===== src/common/fsc_pkg.sv =====
// package of register map, field layout and constants for the frame-sync config slice
package fsc_pkg;
   localparam int FSC_AW = 8;
   localparam int FSC_DW = 8;
   localparam int FSC_DIV_W = 13;
   localparam int FSC_DUTY_W = 11;
   localparam logic [7:0] FSC_ADDR_DIV_HI = 8'hA6;
   localparam logic [7:0] FSC_ADDR_DIV_LO = 8'hA7;
   localparam logic [7:0] FSC_ADDR_STATUS = 8'hA8;
   localparam logic [7:0] FSC_RESET_DIV_HI = 8'h00;
   localparam logic [7:0] FSC_RESET_DIV_LO = 8'h00;
   localparam int FSC_LO_DIV_MSB = 7;
   localparam int FSC_LO_DIV_LSB = 3;
   localparam int FSC_LO_SEL_BIT = 2;
   localparam int FSC_LO_HYS_MSB = 1;
   localparam int FSC_HYS_STEP_BITS = 1;
   localparam logic [1:0] FSC_HYS_OFF = 2'h0;
   localparam logic [1:0] FSC_HYS_11B = 2'h1;
   localparam logic [1:0] FSC_HYS_10B = 2'h2;
   localparam logic [1:0] FSC_HYS_8B = 2'h3;
   // divider constants per loop rate code 5/10/20/40 MHz
   localparam logic [7:0] FSC_K_5M = 8'h1A;
   localparam logic [7:0] FSC_K_10M = 8'h32;
   localparam logic [7:0] FSC_K_20M = 8'h62;
   localparam logic [7:0] FSC_K_40M = 8'hC4;
endpackage


===== src/common/fsc_cfg_if.sv =====
// interface carrying decoded configuration between the slice modules
`timescale 1ns/1ps
`default_nettype none
interface fsc_cfg_if;
   logic [1:0] hys_mode;
   logic sync_enable;
   logic [12:0] lock_div;
   modport src (output hys_mode, output sync_enable, output lock_div);
   modport dst (input hys_mode, input sync_enable, input lock_div);
endinterface
`default_nettype wire


===== src/fsc_sync2.sv =====
// two-flop synchroniser for one pin input
`timescale 1ns/1ps
`default_nettype none
module fsc_sync2 (
   input wire logic clk_in, // system clock
   input wire logic rst_n_in, // async reset, active low
   input wire logic d_in, // asynchronous level
   output logic q_out // synchronised level
);
   logic meta_q, meta_d, sync_q, sync_d;
   // next values: first stage feeds only the second
   always_comb begin
      meta_d = d_in;
      sync_d = meta_q;
   end
   // registers
   always_ff @(posedge clk_in or negedge rst_n_in) begin
      if (!rst_n_in) begin
         meta_q <= 1'b0;
         sync_q <= 1'b0;
      end else begin
         meta_q <= meta_d;
         sync_q <= sync_d;
      end
   end
   assign q_out = sync_q;
endmodule
`default_nettype wire


===== src/fsc_hyst.sv =====
// pwm input duty filter with one-lsb hysteresis at a selectable resolution
`timescale 1ns/1ps
`default_nettype none
module fsc_hyst
   import fsc_pkg::*;
(
   input wire logic clk_in, // system clock
   input wire logic rst_n_in, // async reset, active low
   fsc_cfg_if.dst cfg, // decoded configuration
   input wire logic sample_in, // new measurement valid, one cycle
   input wire logic [10:0] duty_in, // measured duty, 11 bits
   output logic [10:0] duty_out // held duty
);
   logic [10:0] held_q, held_d;
   logic [10:0] diff;
   logic [10:0] step;
   // one lsb at the chosen resolution, in 11-bit units
   always_comb begin
      case (cfg.hys_mode)
         FSC_HYS_11B: step = 11'h001;
         FSC_HYS_10B: step = 11'h002;
         FSC_HYS_8B: step = 11'h008;
         default: step = 11'h000;
      endcase
   end
   // update only on a move larger than one lsb; off passes every sample
   always_comb begin
      diff = (duty_in > held_q) ? duty_in - held_q : held_q - duty_in;
      held_d = held_q;
      if (sample_in) begin
         if (cfg.hys_mode == FSC_HYS_OFF) begin
            held_d = duty_in;
         end else if (diff > step) begin
            held_d = duty_in;
         end
      end
   end
   always_ff @(posedge clk_in or negedge rst_n_in) begin
      if (!rst_n_in) begin
         held_q <= 11'h000;
      end else begin
         held_q <= held_d;
      end
   end
   assign duty_out = held_q;
endmodule
`default_nettype wire


===== src/fsc_top.sv =====
// frame-sync lock divider and pwm input configuration slice
`timescale 1ns/1ps
`default_nettype none
module fsc_top
   import fsc_pkg::*;
(
   input wire logic sys_clk_in, // 10 MHz system clock
   input wire logic reset_n_in, // async reset, active low
   input wire logic [fsc_pkg::FSC_AW-1:0] addr_in, // register address
   input wire logic [fsc_pkg::FSC_DW-1:0] wdata_in, // write data
   input wire logic wr_in, // write strobe
   input wire logic rd_in, // read strobe
   output logic [fsc_pkg::FSC_DW-1:0] rdata_out, // read data, cycle after strobe
   input wire logic sync_enable_in, // frame-sync enable bit from neighbour register
   input wire logic [1:0] loop_rate_in, // pwm depth bits choosing loop rate
   input wire logic frame_sync_in, // frame-sync pin, asynchronous
   input wire logic duty_valid_in, // pwm input measurement valid
   input wire logic [10:0] duty_meas_in, // pwm input measurement
   output logic [12:0] lock_div_out, // divider to the loop, zero when free running
   output logic loop_locked_mode_out, // loop follows frame sync
   output logic loop_sync_out, // synchronised frame-sync to loop, gated
   output logic use_rate_field_out, // pwm rate field sets frequency
   output logic freq_set_resistor_en_out, // external set resistor enabled
   output logic [7:0] div_const_out, // divider constant for current loop rate
   output logic [10:0] duty_out // filtered pwm input duty
);
   logic [7:0] div_hi_q, div_hi_d;
   logic [7:0] div_lo_q, div_lo_d;
   logic [7:0] rdata_q, rdata_d;
   logic [12:0] lock_div_q, lock_div_d;
   logic locked_q, locked_d;
   logic sel_q, sel_d;
   logic gsync_q, gsync_d;
   logic fs_sync;
   fsc_cfg_if cfg_bus ();

   // loop-rate code to divider constant, used only for div_const_out; status read does not carry it
   function automatic logic [7:0] fsc_k(input logic [1:0] code);
      case (code)
         2'h0: fsc_k = FSC_K_5M;
         2'h1: fsc_k = FSC_K_10M;
         2'h2: fsc_k = FSC_K_20M;
         default: fsc_k = FSC_K_40M;
      endcase
   endfunction

   // the pin crosses into sys_clk before anything looks at it
   fsc_sync2 u_sync (
      .clk_in(sys_clk_in),
      .rst_n_in(reset_n_in),
      .d_in(frame_sync_in),
      .q_out(fs_sync)
   );

   // register writes; a write to an unmapped address is dropped
   always_comb begin
      div_hi_d = div_hi_q;
      div_lo_d = div_lo_q;
      if (wr_in) begin
         if (addr_in == FSC_ADDR_DIV_HI) begin
            div_hi_d = wdata_in;
         end
         if (addr_in == FSC_ADDR_DIV_LO) begin
            div_lo_d = wdata_in;
         end
      end
   end

   // read mux; unmapped reads answer zero, data held only one cycle
   always_comb begin
      rdata_d = 8'h00;
      if (rd_in) begin
         case (addr_in)
            FSC_ADDR_DIV_HI: rdata_d = div_hi_q;
            FSC_ADDR_DIV_LO: rdata_d = div_lo_q;
            FSC_ADDR_STATUS: rdata_d = {6'h00, gsync_q, locked_q};
            default: rdata_d = 8'h00;
         endcase
      end
   end

   // divider assembly and loop steering, registered so outputs come from flops
   always_comb begin
      locked_d = sync_enable_in;
      lock_div_d = 13'h0000;
      if (sync_enable_in) begin
         lock_div_d = {div_hi_q, div_lo_q[FSC_LO_DIV_MSB:FSC_LO_DIV_LSB]};
      end
      sel_d = div_lo_q[FSC_LO_SEL_BIT];
      gsync_d = sync_enable_in & fs_sync;
   end

   always_ff @(posedge sys_clk_in or negedge reset_n_in) begin
      if (!reset_n_in) begin
         div_hi_q <= FSC_RESET_DIV_HI;
         div_lo_q <= FSC_RESET_DIV_LO;
         rdata_q <= 8'h00;
         lock_div_q <= 13'h0000;
         locked_q <= 1'b0;
         sel_q <= 1'b0;
         gsync_q <= 1'b0;
      end else begin
         div_hi_q <= div_hi_d;
         div_lo_q <= div_lo_d;
         rdata_q <= rdata_d;
         lock_div_q <= lock_div_d;
         locked_q <= locked_d;
         sel_q <= sel_d;
         gsync_q <= gsync_d;
      end
   end

   // configuration to the input filter
   assign cfg_bus.hys_mode = div_lo_q[FSC_LO_HYS_MSB:0];
   assign cfg_bus.sync_enable = locked_q;
   assign cfg_bus.lock_div = lock_div_q;

   fsc_hyst u_hyst (
      .clk_in(sys_clk_in),
      .rst_n_in(reset_n_in),
      .cfg(cfg_bus),
      .sample_in(duty_valid_in),
      .duty_in(duty_meas_in),
      .duty_out(duty_out)
   );

   // software computes the divider from this constant; exposed as a hint only
   assign div_const_out = fsc_k(loop_rate_in);
   assign rdata_out = rdata_q;
   assign lock_div_out = lock_div_q;
   assign loop_locked_mode_out = locked_q;
   assign loop_sync_out = gsync_q;
   assign use_rate_field_out = ~sel_q;
   assign freq_set_resistor_en_out = sel_q;
endmodule
`default_nettype wire


===== config.mk =====
export PLATFORM = sky130hd
export DESIGN_NAME = fsc_top
export DESIGN_NICKNAME = d
export VERILOG_FILES = /design/src/common/fsc_pkg.sv /design/src/common/fsc_cfg_if.sv /design/src/fsc_sync2.sv /design/src/fsc_hyst.sv /design/src/fsc_top.sv
export SDC_FILE = /design/constraint.sdc
export NUM_CORES = 1
export LEC_CHECK = 0
export BUFFER_PORTS_ARGS = -buffer_cell sky130_fd_sc_hd__clkbuf_2
export CORE_AREA = 2 2 124 96
export DETAILED_ROUTE_END_ITERATION = 6
export DIE_AREA = 0 0 126 98
export GPL_ROUTABILITY_DRIVEN = 0
export SYNTH_ARGS = -nofsm -noshare
export SYNTH_HDL_FRONTEND = slang
export SYNTH_SLANG_ARGS = --single-unit

===== constraint.sdc =====
create_clock -name sys_clk_in -period 3.9 [get_ports sys_clk_in]
set_clock_uncertainty 0.05 [all_clocks]
set_input_delay 0.195 -clock sys_clk_in [delete_from_list [all_inputs] [get_ports sys_clk_in]]
set_output_delay 0.195 -clock sys_clk_in [all_outputs]
set_load 0.005 [all_outputs]

==> impl_results.md, run 1 <==
* Starting Density at between 20 and 30%
* Final instance area at about 4100 um2
* Worst path slowest cell: dfrtp_1
* CTS H-tree lvls at 2
* CTS tree: yes
* Pin count of the biggest net entering global routing at 54
* Initial DRC count at 85
* Hold Crit Class: input pin to async pin
* GRT overflow at 0
* I/O Buffers at 78
* Tightest Pin Transition at between 0.8 and 0.9 ns
* Net Switching at approximately 0.68 mW
* Critical R2R Launch: u_hyst.duty_out[1]$_DFFE_PN0P_
* Worst-skew pair later-pin latency at ~0.29 ns
* Most frequent CP cell: a211oi_2
* Synth area leaders: dfrtp_1 41%, ha_1 11%, mux2_2 6.9%, mux2i_1 5.9%, inv_1 3.9%
* Gr usage total at around 13%
* Clock tree root driver cell: clkbuf_16
* Final ANT Viol Nets at 0
* Reg2reg setup slack at between 0.2 and 0.25 ns
* Post-Syn Instances at just over 300
* Via-per-instance ratio at ~4.7
* Share of layout cells above drive strength 1 at a little under two fifths
* Die span in x at between 100 and 150 um
* Synthesized flop and latch total at 53
* Seq pwr share at ~33%
* Fin Hold WS at -0.0326 ns
* EDFF count, synth at 0
* Net Sw Frac at 35.8%
* DR vias at around 2600
* Setup ws final at between 0.2 and 0.25 ns
* TritonCTS sink count at 53
* Final min period at 3.69 ns
* Slew headroom at a little under half
* Yosys Warn Count at 0
* Die Area at ~12000 um2
* IO Pins at 80
* Worst Setup End Kind: register
* Post-synth ARST share at 100%
* Antenna diodes at 0
* Top FF cell, synth: dfrtp_1
* Cells along the critical path: ha_1 > nor2b_4 > o2111ai_4 > a211oi_2 > o31ai_4 > mux2_4 > ha_4 > a211oi_2 > a31oi_2 > nor3_1 > nor4_4 > a211oi_2 > buf_4 > buf_4 > mux2i_1
* Initial antenna violation count at 0
* Max clock buf depth at 2
* CP max FO at 5
* Final WL at 7.75 mm
* Commonest non-fill, non-tap cell in the layout: clkbuf_2
* Final setup viols at 0
* Leak at between 2 and 2.5 nW
* Number of global-route vias before repair at around 2600
* Global-route wire length before repair at about 13 mm
* Logic pwr share at between 40% and 50%
* Row Count at 34
* First-pass DRT Iterations at 4
* Slew Limit Fails at 0
* Pre-CTS setup slack at -0.121 ns
* Mapped Area at about 3200 um2
* Part of the cycle the worst path needs at a little over nine tenths
* Die Span Y at 98 um
* Syn Nets at approximately 380
* Register area share after synthesis at 40.9%
* Share of the synthesized area in the top cell type at 40.9%
* Cells on worst reg2reg path at 15
* CP Class: register to register
* Placed cell area at between 3000 and 4000 um2
* Clock power share at between 20% and 30%
* CTS Buf Count at 5
* Max cap viols at 0
* Layout Nets at 463
* FF-to-FF End: u_hyst.duty_out[1]$_DFFE_PN0P_
* Dominant cell type by area after synthesis: dfrtp_1
* CP required at slightly above 4 ns
* Final Hold Violating Endpoints at 27
* Pwr Density at 457 nW/um2
* Clock transition at path regs at around 0.070 ns
* CP startpoint kind: register
* P_int at between 1 and 1.5 mW
* HPWL after DPL at 6.11 mm
* F_max at 0.271 GHz
* Failing checks: hold timing
* VDD IR max at ~0.17 mV
* FILL cells at approximately 1200
* Core ar. at roughly 11000 um2
* Crit path largest cell delay at about 0.4 ns
* Data arrival time of the worst path at a little under 4 ns
* Synth cell types at between 50 and 60
* Avg Cell Area, Syn at 10.5 um2
* Commonest cells after routing, fill and taps aside: 78 x clkbuf_2, 53 x dfrtp_1, 34 x inv_1
* Wire per inst at around 14 um
* # DRC at 0
* Status: finished, violations left
* Area Overhead vs Synth at 27.3%
worst max path at each step:
stage / cells past startpoint / end / from / slack (ns)
floorplan: 15 / u_hyst.duty_out[10]$_DFFE_PN0P_ / u_hyst.duty_out[3]$_DFFE_PN0P_ / 0.05
global placement: 17 / u_hyst.duty_out[0]$_DFFE_PN0P_ / duty_meas_in[1] / 0.1
detailed placement: 17 / u_hyst.duty_out[3]$_DFFE_PN0P_ / duty_meas_in[1] / -0.12
CTS: 14 / u_hyst.duty_out[1]$_DFFE_PN0P_ / u_hyst.duty_out[9]$_DFFE_PN0P_ / 0.03
global route: 15 / u_hyst.duty_out[5]$_DFFE_PN0P_ / u_hyst.duty_out[1]$_DFFE_PN0P_ / -0.02
finish: 15 / u_hyst.duty_out[1]$_DFFE_PN0P_ / u_hyst.duty_out[1]$_DFFE_PN0P_ / 0.21
registers in the layout (all words and copies together) (netlist names):
signal / cells
u_sync.meta_q: 1
freq_set_resistor_en_out: 1
div_hi_q: 8
rdata_out: 8
loop_sync_out: 1
loop_locked_mode_out: 1
lock_div_out: 13
u_sync.q_out: 1
u_hyst.duty_out: 11
div_lo_q: 8
power groups by stage:
stage	registers (mW)	logic (mW)	clock network, mW
finish	0.621	0.815	0.450
CTS	0.621	0.711	0.475
global route	0.628	0.896	0.496
detailed placement	0.631	0.700	0
global placement	0.628	0.694	0
floorplan	0.628	0.492	0
layout make-up:
| cell class | instances | area [um2] | area share (%) |
|---|---|---|---|
| timing repair buffer | 93 | 509 | 12.3 |
| sequential | 53 | 1330 | 32.1 |
| multi-input combinational | 210 | 1840 | 44.5 |
| clock inverter | 3 | 25.0 | 0.606 |
| inverter | 34 | 128 | 3.09 |
| clock buffer | 5 | 125 | 3.03 |
| tap | 144 | 180 | 4.36 |
stage by stage:
stage               utilization [%]  setup TNS (ns)  std cells  power, mW
floorplan                         -               0        309       1.12
finish                         36.8               0        542       1.89
CTS                            35.5               0        538       1.81
detailed placement             34.0           -1.02        529       1.33
global placement               34.0               0        529       1.32
global route                   36.8         -0.0417        542       2.02
Yosys cell counts (all sizes together) (2+ instances only):
master   n
o31ai    2
a21oi   11
clkbuf   4
mux2i   19
ha      28
buf      8
nand2   12
nor2    19
fa       2
dfrtp   53
nor3     4
a211oi   4
xnor2    4
and2    14
o21ai    8
o21bai   2
nor4     3
a31oi    3
xor2     3
or2      2
a21o     4
nand2b   4
o31a     3
a22oi    2
nand3    3
nor2b    6
o21a     3
mux2    20
inv     34
o211ai   3
critical path: cells and delay by family, from the launching register on:
family                   cells  cell delay [ns]
flip-flops                   1             0.41
multiplexers                 2             0.56
AND/OR/NAND/NOR              3             0.55
adder cells (fa/ha/maj)      2             0.57
buffers and inverters        2             0.31
AO/OA/AOI/OAI                6             1.15
layer usage:
metal	GRT usage, %	routed length (um)	vias to the layer above
li1	-	-	1247
met1	18.6	3870	1238
met2	19.4	3410	76
met3	3.18	425	7
met4	2.03	52	0
met5	0	0	-
kinds of logic after synthesis:
family          after synthesis  share of synthesized area [%]
compound gates               58                           13.3
xor+xnor                      7                           1.89
fa+ha+maj                    30                           12.0
buf+inv                      46                           6.25
flops                        53                           40.9
mux                          39                           12.8
other cells                   1                          0.116
simple gates                 75                           12.7
timing repair:
item / CTS / global route
buffers inserted: 0 / 4
gates resized for setup: 1 / 20
hold buffers: 1 / 0
pin swaps: 2 / 6
endpoints found under the hold margin: 1 / 0
endpoints found under the setup margin: 11 / 11
(Power assumes the default switching activity.)
==> run 2, diff against run 1 <==
--- a/config.mk
+++ b/config.mk
@@ -5,10 +5,10 @@
 export SDC_FILE = /design/constraint.sdc
 export NUM_CORES = 1
 export LEC_CHECK = 0
-export BUFFER_PORTS_ARGS = -buffer_cell sky130_fd_sc_hd__clkbuf_2
-export CORE_AREA = 2 2 124 96
+export BUFFER_PORTS_ARGS = -buffer_cell sky130_fd_sc_hd__buf_2
+export CORE_AREA = 2 2 94 96
 export DETAILED_ROUTE_END_ITERATION = 6
-export DIE_AREA = 0 0 126 98
+export DIE_AREA = 0 0 96 98
 export GPL_ROUTABILITY_DRIVEN = 0
 export SYNTH_ARGS = -nofsm -noshare
 export SYNTH_HDL_FRONTEND = slang
==> run 2 against run 1 <==
  * The run now ends clean
  * Utilization increased by 11 points
  * First-iteration DRC count increased by 21%
  * Flip-flop and latch count is the same
  * Total power down 4.7%
  * Via count decreased by 1.2%
  * Count of clock-buffer cells in the layout rose by 1
  * Global-route usage increased by 3.8 points
  * Clock power down 26%
  * Worst setup slack got worse by 0.0015 ns
  * Register-to-register slack about the same
  * Maximum frequency about the same
  * Die area down 24%
==> impl_results.md, run 2 (synthesized netlist as in run 1, its figures left out) <==
* Pwr Density at 444 nW/um2 (was 457 nW/um2)
* Commonest non-fill, non-tap cell in the layout: buf_2 (was clkbuf_2)
* Max Used Layer: met4 (unchanged)
* Die Span Y at 98 um (unchanged)
* Area of the multi-input gates at 1860 um2 (was 1840 um2)
* Cells along the critical path: ha_1 > a21o_1 > a21oi_2 > nor2_1 > o31ai_4 > mux2_4 > ha_4 > a211oi_4 > a31oi_4 > nor3_2 > o21a_1 > nor4_2 > a211oi_2 > buf_4 > mux2i_2 (was ha_1 > nor2b_4 > o2111ai_4 > a211oi_2 > o31ai_4 > mux2_4 > ha_4 > a211oi_2 > a31oi_2 > nor3_1 > nor4_4 > a211oi_2 > buf_4 > buf_4 > mux2i_1)
* CTS H-tree lvls at 2 (unchanged)
* CTS Buf Count at 5 (unchanged)
* Placed cell area at 3760 um2 (was 3810 um2)
* Part of the cycle the worst path needs at 94.6% (was 94.5%)
* DRT met1 WL at 3.22 mm (was 3.87 mm)
* CP max FO at 5 (unchanged)
* Seq pwr share at 34.6% (was 32.9%)
* Clock power share at 18.6% (was 23.9%)
* IO Pins at 80 (unchanged)
* Clock tree root driver cell: clkbuf_8 (was clkbuf_16)
* CTS tree: yes (unchanged)
* Starting Density at 38.3% (was 28.9%)
* P_int at 1.13 mW (was 1.21 mW)
* Hold Crit Class: input pin to register (was input pin to async pin)
* Final instance area at 4050 um2 (was 4130 um2)
* DR vias at 2537 (was 2568)
* Final WL at 7.69 mm (was 7.75 mm)
* Status: complete, no violations (was finished, violations left)
* Max clock buf depth at 2 (unchanged)
* Number of global-route vias before repair at 2572 (was 2579)
* CP Class: register to register (unchanged)
* Final ANT Viol Nets at 0 (unchanged)
* Slew headroom at 51.1% (was 46.3%)
* Storage cell area at 1330 um2 (about the same)
* Core ar. at 8470 um2 (was 11200 um2)
* Met3 WL at 330 um (was 425 um)
* Worst Setup End Kind: register (unchanged)
* HPWL after DPL at 5.79 mm (was 6.11 mm)
* Crit path from: u_hyst.duty_out[6]$_DFFE_PN0P_ (was u_hyst.duty_out[1]$_DFFE_PN0P_)
* Reg2reg setup slack at 0.21 ns (about the same)
* CP required at 4.07 ns (was 4.06 ns)
* Buf+Inv Stages, Crit Path at 1 (was 2)
* VDD IR max at 0.213 mV (was 0.173 mV)
* F_max at 0.271 GHz (about the same)
* Commonest cells after routing, fill and taps aside: 78 x buf_2, 52 x dfrtp_1, 34 x inv_1 (was 78 x clkbuf_2, 53 x dfrtp_1, 34 x inv_1)
* FILL cells at 790 (was 1167)
* GRT overflow at 0 (unchanged)
* Clock transition at path regs at 0.10 ns (was 0.07 ns)
* Global-route wire length before repair at 12.3 mm (was 12.8 mm)
* Final setup viols at 0 (unchanged)
* Layout Nets at 462 (was 463)
* Share of layout cells above drive strength 1 at 37.3% (was 36.9%)
* Final Hold Violating Endpoints at 0 (was 27)
* Pin count of the biggest net entering global routing at 54 (unchanged)
* Via-per-instance ratio at 5.02 (was 4.74)
* Gr usage total at 16.5% (was 12.7%)
* Slew Limit Fails at 0 (unchanged)
* Antenna diodes at 0 (unchanged)
* Worst path top cell family by delay: compound AO/OA/AOI/OAI gates (unchanged)
* Wire per inst at 15.2 um (was 14.3 um)
* Worst path slowest cell: dfrtp_1 (unchanged)
* Die Area at 9410 um2 (was 12300 um2)
* Leak at 2.05 nW (was 2.07 nW)
* Initial DRC count at 103 (was 85)
* Critical R2R Launch: u_hyst.duty_out[6]$_DFFE_PN0P_ (was u_hyst.duty_out[1]$_DFFE_PN0P_)
* CP startpoint kind: register (unchanged)
* Max cap viols at 0 (unchanged)
* I/O Buffers at 78 (unchanged)
* Row Count at 34 (unchanged)
* Met2 WL at 4.05 mm (was 3.41 mm)
* Tightest Pin Transition at 0.730 ns (was 0.803 ns)
* Final min period at 3.69 ns (about the same)
* Data arrival time of the worst path at 3.86 ns (was 3.85 ns)
* Worst-skew pair later-pin latency at 0.30 ns (was 0.29 ns)
* Largest register FFs at 13 (unchanged)
* Fin Hold WS at 0.0815 ns (was -0.0326 ns)
* Logic pwr share at 46.8% (was 43.2%)
* Pwr Total at 1.80 mW (was 1.89 mW)
* Net Sw Frac at 37.3% (was 35.8%)
* Crit path largest cell delay at 0.41 ns (about the same)
* Die span in x at 96 um (was 126 um)
* Net Switching at 0.670 mW (was 0.676 mW)
* Worst Hold Launch: rd_in
* # DRC at 0 (unchanged)
* Area Overhead vs Synth at 24.9% (was 27.3%)
* Initial antenna violation count at 0 (unchanged)
* First-pass DRT Iterations at 4 (unchanged)
* TritonCTS sink count at 53 (unchanged)
[run 2: area by class of cell]
| class | instances | share of cell area (%) |
|---|---|---|
| Inverter | 34 | 3.15 |
| Multi-Input combinational cell | 210 | 45.9 |
| Tap cell | 108 | 3.34 |
| Sequential cell | 53 | 32.8 |
| Clock buffer | 6 | 2.04 |
| Clock inverter | 2 | 0.432 |
| Timing Repair Buffer | 92 | 12.4 |
[run 2: metal layers]
layer / global-route usage [%] / vias up
met1: 20.4 / 1237
li1: - / 1235
met2: 29.7 / 56
met3: 3.09 / 9
met4: 3.08 / 0
met5: 0 / -
[run 2: path summary, 6_finish.rpt]
path,to,cells past startpoint
min in group asynchronous,lock_div_out[1]$_DFF_PN0_,3
max,u_hyst.duty_out[6]$_DFFE_PN0P_,15
max in group asynchronous,u_hyst.duty_out[1]$_DFFE_PN0P_,3
min,rdata_out[0]$_DFF_PN0_,2
min reg2reg,u_sync.q_out$_DFF_PN0_,0
max reg2reg,u_hyst.duty_out[6]$_DFFE_PN0P_,15
[run 2: through the flow]
stage                     utilization, %  TNS, ns  instances  worst slack (ns)
after floorplan                        -        0        309            0.0463
after global placement              44.4        0        492             0.198
after detailed placement            44.4        0        492            0.0109
after CTS                           45.9        0        502            0.0254
after global routing                47.8  -0.0841        505           -0.0354
final                               47.8        0        505             0.212
[run 2: power groups by stage]
stage	Clock, mW	Combinational [mW]	Sequential, mW
CTS	0.351	0.710	0.620
finish	0.335	0.841	0.622
floorplan	0	0.492	0.628
global placement	0	0.692	0.628
detailed placement	0	0.700	0.631
global route	0.378	0.923	0.628
[run 2: repair_timing]
action | in CTS | in global routing
hold buffers | 2 | 0
pin swaps | 1 | 5
hold endpoints to repair | 54 | 0
setup buffers | 0 | 3
setup endpoints to repair | 3 | 11
resized for setup | 1 | 24
